$ cat src/mip_regs.svh
// register addresses, field positions, reset values and timing counts
// of the interrupt priority control block.
// assumes the core presents an 8-bit special register address.
`ifndef MIP_REGS_SVH
`define MIP_REGS_SVH

// special register addresses
`define MIP_ADDR_GATES 8'ha8
`define MIP_ADDR_BPRIO 8'hb8
`define MIP_ADDR_ECTRL 8'hd8
`define MIP_ADDR_EGATES 8'he8
`define MIP_ADDR_EPRIO 8'hf8

// field positions
`define MIP_GATES_GLOBAL 7
`define MIP_GATES_UART1 6
`define MIP_GATES_TMR2 5
`define MIP_RSVD_BIT4 4
`define MIP_ECTRL_DOUBLER 7
`define MIP_ECTRL_RSVD_ONE 6
`define MIP_ECTRL_PFAIL 3
`define MIP_EGATES_PFAIL 4

// reserved read patterns and reset values
`define MIP_EXT_RSVD_ONES 3'h7
`define MIP_ECTRL_RSVD_LOW 3'h0
`define MIP_GATES_RESET 8'h00
`define MIP_PRIO_RESET 8'h00
`define MIP_EXT5_RESET 5'h00
`define MIP_UNMAPPED_READ 8'h00

// source count and source indices in polling order
`define MIP_NUM_SRC 11
`define MIP_SRC_PIN0 4'h0
`define MIP_SRC_PIN1 4'h2
`define MIP_SRC_PFAIL 10

// timing: clocks per instruction cycle, least pin hold in clocks
`define MIP_CLK_PER_ICYC 4
`define MIP_PHASE_LAST 2'h3
`define MIP_PIN_HOLD_CLK 3'h4

`endif

$ cat src/mip_pkg.sv
// types of the interrupt priority control block.
// assumes mip_regs.svh supplies the widths used by the consumers.
package mip_pkg;

  // state of one external pin detector
  typedef struct packed {
    logic [2:0] hi_cnt;
    logic [2:0] lo_cnt;
    logic armed;
    logic flag;
    logic lvl;
  } mip_pin_st_t;

  // state of the controller
  typedef struct packed {
    logic [7:0] gates;
    logic [4:0] egates;
    logic [7:0] bprio;
    logic [4:0] eprio;
    logic doubler;
    logic pfail;
    logic [1:0] phase;
    logic [10:0] detect;
    logic wrote_ctl;
    logic [1:0] in_svc;
    logic call;
    logic [3:0] src;
    logic high;
    logic [7:0] rdata;
  } mip_ctl_st_t;

endpackage : mip_pkg

$ cat src/mip_pin_detect.sv
// external interrupt pin detector: falling edge or low level.
// assumes the pin is synchronous to ref_clk_i and active low.
`timescale 1ns/10ps
`include "mip_regs.svh"

module mip_pin_detect (
  // clock and reset
  input wire logic ref_clk_i,
  input wire logic rst_i,
  // pin and mode
  input wire logic pin_n_i,
  input wire logic edge_mode_i,
  // service handshake
  input wire logic clr_i,
  output logic req_o
);

  mip_pkg::mip_pin_st_t st_q;
  mip_pkg::mip_pin_st_t st_d;

  // edge needs a qualified high then a qualified low
  always_comb begin
    st_d = st_q;
    st_d.lvl = ~pin_n_i; // level request held while low
    if (pin_n_i) begin
      st_d.lo_cnt = 3'h0;
      if (st_q.hi_cnt != `MIP_PIN_HOLD_CLK) begin
        st_d.hi_cnt = st_q.hi_cnt + 3'h1;
      end
      if (st_q.hi_cnt + 3'h1 >= `MIP_PIN_HOLD_CLK) begin
        st_d.armed = 1'b1;
      end
    end else begin
      st_d.hi_cnt = 3'h0;
      if (st_q.lo_cnt != `MIP_PIN_HOLD_CLK) begin
        st_d.lo_cnt = st_q.lo_cnt + 3'h1;
      end
    end
    // clear loses against a new edge
    if (clr_i) begin
      st_d.flag = 1'b0;
    end
    if (!pin_n_i && st_q.armed &&
        (st_q.lo_cnt + 3'h1 == `MIP_PIN_HOLD_CLK)) begin
      st_d.flag = 1'b1;
      st_d.armed = 1'b0;
    end
  end

  // state register
  always_ff @(posedge ref_clk_i or posedge rst_i) begin
    if (rst_i) begin
      st_q <= '0;
    end else begin
      st_q <= st_d;
    end
  end

  // level mode stays pending while the pin is low
  assign req_o = edge_mode_i ? st_q.flag : st_q.lvl;

endmodule : mip_pin_detect

$ cat src/mip_irq_ctrl.sv
// two-level interrupt priority control for an 8051-style core.
// assumes the core marks each instruction end with instr_end_i, flags
// a return-from-interrupt there, and performs the long call itself
// when vec_call_o pulses; peripheral flags are levels cleared outside.
`timescale 1ns/10ps
`include "mip_regs.svh"

module mip_irq_ctrl (
  // clock and reset
  input wire logic ref_clk_i,
  input wire logic rst_i,
  // special register port from the core
  input wire logic [7:0] sfr_addr_i,
  input wire logic sfr_we_i,
  input wire logic [7:0] sfr_wdata_i,
  output logic [7:0] sfr_rdata_o,
  // instruction sequencing from the core
  input wire logic instr_end_i,
  input wire logic instr_reti_i,
  // interrupt sources
  input wire logic [1:0] ext_pin_n_i,
  input wire logic [1:0] pin_edge_mode_i,
  input wire logic timer0_req_i,
  input wire logic timer1_req_i,
  input wire logic timer2_req_i,
  input wire logic uart1_req_i,
  input wire logic [3:0] ext_irq_req_i,
  input wire logic pfail_event_i,
  // vector call to the core
  output logic vec_call_o,
  output logic [3:0] vec_src_o,
  output logic vec_high_o,
  // uart rate control
  output logic uart_rate_doubler_o
);

  mip_pkg::mip_ctl_st_t st_q;
  mip_pkg::mip_ctl_st_t st_d;

  logic [1:0] pin_req;
  logic [1:0] pin_clr;
  logic [10:0] req_vec;
  logic [10:0] gate_vec;
  logic [10:0] prio_vec;
  logic [10:0] pend_vec;
  logic [10:0] live_vec;
  logic [10:0] hi_vec;
  logic [10:0] lo_vec;
  logic pick_hi;
  logic pick_lo;
  logic call_now;
  logic call_pr;
  logic [3:0] call_src;
  logic block_now;
  logic wr_ctl;
  logic [7:0] rd_mux;

  // lowest index wins among equal-level requests
  function automatic logic [3:0] first_src(input logic [10:0] v);
    logic [3:0] idx;
    idx = 4'h0;
    for (int i = 10; i >= 0; i--) begin
      if (v[i]) begin
        idx = 4'(i);
      end
    end
    return idx;
  endfunction : first_src

  // one detector per external pin
  genvar g;
  generate
    for (g = 0; g < 2; g++) begin : g_pin
      mip_pin_detect u_pin (
        .ref_clk_i(ref_clk_i),
        .rst_i(rst_i),
        .pin_n_i(ext_pin_n_i[g]),
        .edge_mode_i(pin_edge_mode_i[g]),
        .clr_i(pin_clr[g]),
        .req_o(pin_req[g])
      );
    end
  endgenerate

  // source vectors in polling order
  assign req_vec = {st_q.pfail, ext_irq_req_i, timer2_req_i, uart1_req_i,
                    timer1_req_i, pin_req[1], timer0_req_i, pin_req[0]};
  assign gate_vec = {st_q.egates, st_q.gates[`MIP_GATES_TMR2],
                     st_q.gates[`MIP_GATES_UART1], st_q.gates[3:0]};
  assign prio_vec = {st_q.eprio, st_q.bprio[5], st_q.bprio[6],
                     st_q.bprio[3:0]};

  // enabled requests, all held off by the global gate
  assign pend_vec = req_vec & gate_vec &
                    {11{st_q.gates[`MIP_GATES_GLOBAL]}};

  // latched requests still enabled at the boundary
  assign live_vec = st_q.detect & gate_vec &
                    {11{st_q.gates[`MIP_GATES_GLOBAL]}};
  assign hi_vec = live_vec & prio_vec;
  assign lo_vec = live_vec & ~prio_vec;

  // high level first; preempt only a strictly lower level
  assign pick_hi = (|hi_vec) && !st_q.in_svc[1];
  assign pick_lo = !pick_hi && (|lo_vec) && (st_q.in_svc == 2'h0);
  assign call_src = pick_hi ? first_src(hi_vec) : first_src(lo_vec);
  assign call_pr = prio_vec[call_src];

  // writes to gate or priority registers hold off vectoring
  assign wr_ctl = sfr_we_i &&
                  (sfr_addr_i == `MIP_ADDR_GATES ||
                   sfr_addr_i == `MIP_ADDR_EGATES ||
                   sfr_addr_i == `MIP_ADDR_BPRIO ||
                   sfr_addr_i == `MIP_ADDR_EPRIO);
  assign block_now = instr_reti_i || st_q.wrote_ctl || wr_ctl;
  assign call_now = instr_end_i && !block_now && (pick_hi || pick_lo);

  // edge flags of the pins clear when their routine is called
  assign pin_clr[0] = call_now && (call_src == `MIP_SRC_PIN0);
  assign pin_clr[1] = call_now && (call_src == `MIP_SRC_PIN1);

  // read data with reserved bits forced
  always_comb begin
    unique case (sfr_addr_i)
      `MIP_ADDR_GATES: begin
        rd_mux = st_q.gates;
      end
      `MIP_ADDR_EGATES: begin
        rd_mux = {`MIP_EXT_RSVD_ONES, st_q.egates};
      end
      `MIP_ADDR_BPRIO: begin
        rd_mux = {1'b1, st_q.bprio[6:0]};
      end
      `MIP_ADDR_EPRIO: begin
        rd_mux = {`MIP_EXT_RSVD_ONES, st_q.eprio};
      end
      `MIP_ADDR_ECTRL: begin
        rd_mux = {st_q.doubler, 1'b1, 2'h0, st_q.pfail,
                  `MIP_ECTRL_RSVD_LOW};
      end
      default: begin
        rd_mux = `MIP_UNMAPPED_READ;
      end
    endcase
  end

  // next state
  always_comb begin
    st_d = st_q;
    st_d.rdata = rd_mux;
    st_d.phase = st_q.phase + 2'h1;
    st_d.call = call_now;
    // register writes
    if (sfr_we_i) begin
      unique case (sfr_addr_i)
        `MIP_ADDR_GATES: begin
          st_d.gates = sfr_wdata_i;
          st_d.gates[`MIP_RSVD_BIT4] = 1'b0;
        end
        `MIP_ADDR_EGATES: begin
          st_d.egates = sfr_wdata_i[4:0];
        end
        `MIP_ADDR_BPRIO: begin
          st_d.bprio = {1'b0, sfr_wdata_i[6:0]};
          st_d.bprio[`MIP_RSVD_BIT4] = 1'b0;
        end
        `MIP_ADDR_EPRIO: begin
          st_d.eprio = sfr_wdata_i[4:0];
        end
        `MIP_ADDR_ECTRL: begin
          st_d.doubler = sfr_wdata_i[`MIP_ECTRL_DOUBLER];
          st_d.pfail = sfr_wdata_i[`MIP_ECTRL_PFAIL];
        end
        default: begin
          st_d.rdata = rd_mux;
        end
      endcase
    end
    // hardware event wins over a software clear
    if (pfail_event_i) begin
      st_d.pfail = 1'b1;
    end
    // one instruction cycle to detect requests
    if (st_q.phase == `MIP_PHASE_LAST) begin
      st_d.detect = pend_vec;
    end
    // remember a control write until the instruction ends
    if (instr_end_i) begin
      st_d.wrote_ctl = 1'b0;
    end else if (wr_ctl) begin
      st_d.wrote_ctl = 1'b1;
    end
    // return clears the highest marker
    if (instr_end_i && instr_reti_i) begin
      if (st_q.in_svc[1]) begin
        st_d.in_svc[1] = 1'b0;
      end else begin
        st_d.in_svc[0] = 1'b0;
      end
    end
    // vectoring marks the level and retires the request
    if (call_now) begin
      st_d.src = call_src;
      st_d.high = pick_hi;
      st_d.in_svc[pick_hi] = 1'b1;
      st_d.detect[call_src] = 1'b0;
    end
  end

  // state register
  always_ff @(posedge ref_clk_i or posedge rst_i) begin
    if (rst_i) begin
      st_q <= '0;
    end else begin
      st_q <= st_d;
    end
  end

  // outputs
  assign sfr_rdata_o = st_q.rdata;
  assign vec_call_o = st_q.call;
  assign vec_src_o = st_q.src;
  assign vec_high_o = st_q.high;
  assign uart_rate_doubler_o = st_q.doubler;

  logic past_call_pr;
  logic past_gate;
  always_ff @(posedge ref_clk_i or posedge rst_i) begin
    if (rst_i) begin
      past_call_pr <= 1'b0;
      past_gate <= 1'b0;
    end else begin
      past_call_pr <= call_pr;
      past_gate <= st_q.gates[`MIP_GATES_GLOBAL];
    end
  end
endmodule : mip_irq_ctrl

$ cat config.mk
export PLATFORM = sky130hd
export DESIGN_NAME = mip_irq_ctrl
export DESIGN_NICKNAME = d
export VERILOG_FILES = /design/src/mip_pkg.sv /design/src/mip_pin_detect.sv /design/src/mip_irq_ctrl.sv
export VERILOG_INCLUDE_DIRS = /design/src
export SDC_FILE = /design/constraint.sdc
export NUM_CORES = 1
export LEC_CHECK = 0
export BUFFER_PORTS_ARGS = -buffer_cell sky130_fd_sc_hd__clkbuf_2
export CAP_MARGIN = 20
export CORE_MARGIN = 5
export CORE_UTILIZATION = 45
export DETAILED_ROUTE_END_ITERATION = 16
export PLACE_DENSITY = 0.67
export SETUP_SLACK_MARGIN = 0.1
export SLEW_MARGIN = 5
export SYNTH_ARGS = -nofsm -noshare
export SYNTH_HDL_FRONTEND = slang
export SYNTH_HIERARCHICAL = 1
export SYNTH_SLANG_ARGS = --single-unit
export TNS_END_PERCENT = 100
$ cat constraint.sdc
create_clock -name ref_clk_i -period 2.23 [get_ports ref_clk_i]
set_input_delay 0.223 -clock ref_clk_i [delete_from_list [all_inputs] [get_ports ref_clk_i]]
set_output_delay 0.223 -clock ref_clk_i [all_outputs]
set_load 0.005 [all_outputs]
==> summary.md, run 1 <==
| Metric | Value |
|---|---|
| Least-Margin Pin Slew | 0.765 ns |
| Asr flop ratio synth | 100% |
| Final Max Tran Viols | 0 |
| Fin crit period | 2.32 ns |
| Crit-path max FO | 8 |
| Placed wire-length estimate | 7340 µm |
| ANT nets after route | 0 |
| Synth-to-layout area growth | 29.0% |
| Slew Limit Headroom | 49.0% |
| Top Ports | 49 |
| Post-synth EDFFs | 0 |
| Most used flip-flop cell after synthesis | dfrtp_1 |
| Cells after Synth | 379 |
| Final #Nets | 518 |
| Initial Util | 46.0% |
| Register area share after synthesis | 45.8% |
| RSZ-0062 raised after global routing | yes |
| CTS tree | yes |
| Cell taking the most area after synthesis | dfrtp_1 |
| Critical Path RT | 2.46 ns |
| Most common cell in the netlist | dfrtp_1 |
| Rows | 34 |
| Yosys Warn Count | 6 |
| Clock transition at path regs | 0.08 ns |
| Largest net degree at the start of global routing | 27 |
| Register share of total power | 53.8% |
| CP Capture Type | flip-flop |
| Vias in the first global route | 3,363 |
| Lkg Pwr | 2.50 nW |
| Fin Hold WS | 0.0489 ns |
| Power Internal | 0.00202 W |
| Final hold vios | 0 |
| P_sw | 0.000727 W |
| Switch share | 26.5% |
| Failing checks | negative setup slack |
| Fmax | 432 MHz |
| Setup Total Neg Slack | -0.642 ns |
| #FFs+latches synth | 73 |
| Yosys top cell area share | 45.8% |
| Die area | 10,800 µm² |
| Die Y-Extent | 104 µm |
| H-tree depth | 3 |
| Top post-synthesis cells by count | dfrtp_1, nand2_1, mux2_2 |
| 1st-pass router iterations | 4 |
| Worst hold path type | in -> reg |
| Worst Skew | 0.0102 ns |
| Root Driver | clkbuf_8 |
| Final period util | 104% |
| Gr usage total | 19.2% |
| Status | finished with violations |
| Clk sinks | 73 |
| Synthesized area | 3990 µm² |
| Clock power frac | 34.4% |
| Crit path launch type | flip-flop |
| Critical path class | reg -> reg |
| Share of cells above drive strength 1 | 39.3% |
| Port buffer count | 48 |
| Syn_area_per_cell | 10.5 µm² |
| Initial antenna violation count | 0 |
| Total grt overflow | 0 |
| Top cells by area, synth | dfrtp_1, mux2_2, ha_1 |
| Worst-Skew Late Latency | 0.36 ns |
| RePlAce Congestion | 0.924 |
| WL/cell | 18.3 µm |
| Final WL | 10,700 µm |
| Worst EP arrival | 2.54 ns |
| First-pass GRT wire length | 17,000 µm |
| Die Span X | 104 µm |
| Via density | 5.71 |
| Core Area | 8680 µm² |
| CTS Buf Count | 9 |
| Syn nets | 424 |
| Ant. Diodes | 0 |
| Vias | 3,344 |
| DR iter-0 viols | 171 |
| Power Density | 534 nW/µm² |
| Yosys cell types | 59 |
| Final WS setup | -0.0859 ns |
| Gate power share | 11.8% |
| Max clock buf depth | 2 |
| Peak supply drop | 427 µV |
| # DRC | 0 |
| Final setup fails | 12 |
| Max capacitance violation total | 0 |
routing by layer:
layer / track usage [%] / up-vias / part of all wire [%]
met2: 30.5 / 94 / 49
met5: 0 / - / 0
met4: 8.05 / 0 / 2.6
li1: - / 1564 / -
met3: 5.59 / 23 / 5.7
met1: 24.4 / 1663 / 43
critical path, cell delays in order (launching register included):
cell and delay (ns):
dfrtp_1 0.43, buf_12 0.15, buf_4 0.11, nand4b_1 0.18, buf_4 0.20, o211a_1 0.20, o21ai_0 0.24, a21bo_2 0.22
a32o_1 0.16, buf_4 0.20, a31oi_1 0.11
power by group through the flow:
stage          Combinational, W  Clock (W)  Sequential, W
6_report               0.000326   0.000945        0.00148
5_1_grt                0.000369    0.00103        0.00149
4_1_cts                0.000325   0.000962        0.00148
3_5_place_dp           0.000306          0        0.00150
3_3_place_gp           0.000290          0        0.00150
2_1_floorplan          0.000208          0        0.00148
state kept, by name, summed over array words and instances, names as in the netlist:
| signal | count |
|---|---|
| st_q | 17 |
| vec_src_o | 4 |
| vec_high_o | 1 |
| g_pin.u_pin/st_q | 18 |
| prio_vec | 11 |
| vec_call_o | 1 |
| sfr_rdata_o | 8 |
| uart_rate_doubler_o | 1 |
| req_vec | 1 |
| gate_vec | 11 |
placed cells by master (no fill, tap or decap), drive strengths merged, types with 4 or more instances in the layout:
cell type  synthesis  final
dfrtp             73     73
clkbuf            10     62
buf               18     61
nand2             30     30
mux2              29     29
inv               21     21
nor2b             19     19
nor2              16     16
o21ai             16     16
a31oi             14     14
nand4             12     12
nand4b            11     11
a41oi             11     11
ha                11     11
a21o               9      9
a21oi              9      9
xnor2              6      6
and3               6      6
mux2i              5      5
nand3              5      5
and4               5      5
nor3               4      4
worst paths after layout:
check	startpoint	endpoint	slack, ns	cells past startpoint
max	st_q[57]$_DFFE_PP0P_	st_q[22]$_DFF_PP0_	-0.09	10
min	instr_end_i	st_q[16]$_DFFE_PP0P_	0.05	2
max reg2reg	st_q[57]$_DFFE_PP0P_	st_q[22]$_DFF_PP0_	-0.09	10
min reg2reg	st_q[28]$_DFF_PP0_	st_q[28]$_DFF_PP0_	0.43	1
max in group asynchronous	rst_i	st_q[26]$_DFF_PP0_	1.09	4
min in group asynchronous	rst_i	g_pin[1].u_pin/st_q[5]$_DFFE_PP0P_	0.39	3
area by class of cell:
cell class,instances,area [µm²]
timing repair buffer,111,796
sequential,73,1830
tap,108,135
clock buffer,13,159
inverter,21,78.8
multi-input combinational,257,2130
clock inverter,3,15.0
fill,723,3530
logic make-up after synthesis:
logic type | Yosys count | share of synthesized area [%]
AOI/OAI and AO/OA | 80 | 14.2
xor gates and xnor gates | 8 | 1.76
adders and majority gates | 11 | 3.45
buffers and inverters | 49 | 6.30
DFF | 73 | 45.8
muxes | 34 | 9.54
and+or+nand+nor | 124 | 18.9
through the flow:
stage          power, W  setup WS (ns)  utilization (%)  std cells  area (µm²)
4_1_cts         0.00276         0.0221             56.9        580        4940
5_1_grt         0.00289         -0.153             59.3        586        5140
6_report        0.00275        -0.0859             59.3        586        5140
3_5_place_dp    0.00181        -0.0400             51.6        543        4470
2_1_floorplan   0.00169          0.116                -        379        3990
3_3_place_gp    0.00179         0.0252             51.6        543        4470
repair_timing:
action / CTS / global route
hold buffers: 1 / 0
buffers inserted: 19 / 7
hold endpoints to repair: 42 / 0
gates resized for setup: 23 / 17
cloned: 1 / 1
setup endpoints to repair: 14 / 17
pin swaps: 28 / 21
No activity file was read; power rests on OpenSTA's default activity.
==> run 2, diff against run 1 <==
--- a/config.mk
+++ b/config.mk
@@ -6,13 +6,13 @@
 export SDC_FILE = /design/constraint.sdc
 export NUM_CORES = 1
 export LEC_CHECK = 0
-export BUFFER_PORTS_ARGS = -buffer_cell sky130_fd_sc_hd__clkbuf_2
 export CAP_MARGIN = 20
 export CORE_MARGIN = 5
 export CORE_UTILIZATION = 45
 export DETAILED_ROUTE_END_ITERATION = 16
-export PLACE_DENSITY = 0.67
+export DONT_BUFFER_PORTS = 1
 export SETUP_SLACK_MARGIN = 0.1
+export SKIP_LAST_GASP = 1
 export SLEW_MARGIN = 5
 export SYNTH_ARGS = -nofsm -noshare
 export SYNTH_HDL_FRONTEND = slang
==> constraint.sdc (replaced) <==
create_clock -name ref_clk_i -period 2.23 [get_ports ref_clk_i]
set_input_delay 0.1115 -clock ref_clk_i [delete_from_list [all_inputs] [get_ports ref_clk_i]]
set_output_delay 0.1115 -clock ref_clk_i [all_outputs]
set_load 0.005 [all_outputs]
==> run 2 against run 1 <==
Net effect: the run now ends clean; clock skew about the same; non-clock buffer count decreased by 62; critical path depth decreased by 1; largest cell class unchanged; largest power group unchanged.
==> summary.md, run 2 (same netlist as run 1, synthesis figures left out) <==
| Metric | Value |
|---|---|
| Top reg by flops | g_pin.u_pin/st_q |
| Via density | 5.75 |
| H-tree depth | 3 |
| Fin crit period | 2.21 ns |
| Final hold vios | 0 |
| CP Capture Type | flip-flop |
| Vias in the first global route | 3,112 |
| Clock transition at path regs | 0.08 ns |
| Buf/Inv on CP | 2 |
| Dpl ws | -0.0341 ns |
| Synth-to-layout area growth | 18.4% |
| CTS Buf Count | 9 |
| Crit path launch type | flip-flop |
| Lkg Pwr | 2.21 nW |
| Most common cell on crit path | and3_1 |
| Slew Limit Headroom | 64.5% |
| Worst Skew | 0.00998 ns |
| Fmax | 451 MHz |
| Most frequent cells in the layout | dfrtp_1, nand2_1, mux2_2 |
| Rows | 34 |
| Hold Path Depth | 2 |
| Setup Total Neg Slack | 0 ns |
| Final Instance Area | 4720 µm² |
| Initial Util | 46.0% |
| Post-place instance area | 4130 µm² |
| Top Ports | 49 |
| 1st-pass router iterations | 4 |
| Critical Path RT | 2.48 ns |
| Root Driver | clkbuf_8 |
| Final WL | 9700 µm |
| Gr usage total | 18.6% |
| Die area | 10,800 µm² |
| Critical path cell sequence | buf_12 > nand4_1 > and4_4 > and3_1 > a21o_2 > nor3b_4 > and3_1 > inv_1 > a21o_1 |
| Share of cells above drive strength 1 | 24.0% |
| Hold EP | sfr_rdata_o[4]$_DFF_PP0_ |
| Status | finished, final reports clean |
| Commonest non-fill, non-tap cell in the layout | dfrtp_1 |
| Biggest regs | g_pin.u_pin/st_q (18), st_q (17) |
| Largest net degree at the start of global routing | 36 |
| Worst R2R Setup Slack | 0.02 ns |
| ANT nets after route | 0 |
| Power Density | 592 nW/µm² |
| Least-Margin Pin Slew | 0.531 ns |
| Placed Cells | 479 |
| # DRC | 0 |
| Total grt overflow | 0 |
| RePlAce Congestion | 0.875 |
| Final WS setup | 0.0151 ns |
| Largest delay share family, worst path | simple AND/OR/NAND/NOR gates |
| Core Area | 8680 µm² |
| Slowest-stage cell, CP | dfrtp_2 |
| Die Y-Extent | 104 µm |
| DR iter-0 viols | 190 |
| Port buffer count | 0 |
| Reg2reg path depth | 9 |
| Hold path start | sfr_addr_i[4] |
| Worst-Skew Late Latency | 0.36 ns |
| Reg2reg start | st_q[57]$_DFFE_PP0P_ |
| R2R Path End | g_pin[0].u_pin/st_q[1]$_DFFE_PP0P_ |
| First-pass GRT wire length | 16,200 µm |
| Vias | 3,015 |
| Final Non-Filler Cells | 524 |
| Critical path class | reg -> reg |
| Max capacitance violation total | 0 |
| Initial antenna violation count | 0 |
| Placed wire-length estimate | 6890 µm |
| Clk sinks | 73 |
| Die Span X | 104 µm |
| Peak supply drop | 359 µV |
| Final #Nets | 456 |
| Largest register FFs | 18 |
| Worst EP arrival | 2.47 ns |
| Worst hold path type | in -> reg |
| WL/cell | 18.5 µm |
| Highest cell delay on the worst timing path | 0.41 ns |
| RSZ-0062 raised after global routing | yes |
| Ant. Diodes | 0 |
| Final period util | 99.3% |
| Max clock buf depth | 2 |
| CTS tree | yes |
| Final setup fails | 0 |
| Crit-path max FO | 18 |
| Final Max Tran Viols | 0 |
[run 2: how the worst max path moves through the flow]
stage	from	end	depth (start not counted)
floorplan	st_q[15]$_DFF_PP0_	g_pin[0].u_pin/st_q[1]$_DFFE_PP0P_	8
global placement	st_q[57]$_DFFE_PP0P_	st_q[24]$_DFF_PP0_	7
detailed placement	st_q[57]$_DFFE_PP0P_	g_pin[0].u_pin/st_q[1]$_DFFE_PP0P_	9
CTS	st_q[57]$_DFFE_PP0P_	g_pin[0].u_pin/st_q[1]$_DFFE_PP0P_	9
global route	st_q[57]$_DFFE_PP0P_	g_pin[1].u_pin/st_q[1]$_DFFE_PP0P_	9
finish	st_q[57]$_DFFE_PP0P_	g_pin[0].u_pin/st_q[1]$_DFFE_PP0P_	9
[run 2: metal layers]
layer / GRT usage, % / vias to the layer above / wire [µm]
li1: - / 1449 / -
met1: 24.6 / 1491 / 4340
met2: 29.0 / 63 / 4680
met3: 6.08 / 12 / 553
met4: 5.92 / 0 / 128
met5: 0 / - / 0
[run 2: what timing repair did]
item                       in CTS  in global routing
hold endpoints to repair       92                  0
setup endpoints to repair      14                 17
buffers inserted                3                  6
cloned                          1                  1
hold buffers                   19                  0
gates resized for setup        10                 11
pin swaps                       6                  7
[run 2: area by class of cell]
class / instances / area, µm²
Inverter: 21 / 81.3
Clock buffer: 9 / 124
Tap cell: 108 / 135
Fill cell: 801 / 3960
Clock inverter: 7 / 70.1
Timing Repair Buffer: 49 / 494
Sequential cell: 73 / 1830
Multi-Input combinational cell: 257 / 1990
[run 2: through the flow]
| step | hold WS (ns) | utilization [%] | total power [W] |
|---|---|---|---|
| finish | 0.00825 | 54.4 | 0.00280 |
| global route | 0.0140 | 54.4 | 0.00294 |
| CTS | 0.00111 | 53.1 | 0.00283 |
| detailed placement | -0.0199 | 47.5 | 0.00175 |
| global placement | -0.00996 | 47.5 | 0.00174 |
| floorplan | -0.0606 | - | 0.00169 |
[run 2: power by group]
part / switching [W] / internal [W]
sequential: 0.0000783 / 0.00140
combinational: 0.000143 / 0.000148
clock: 0.000509 / 0.000516
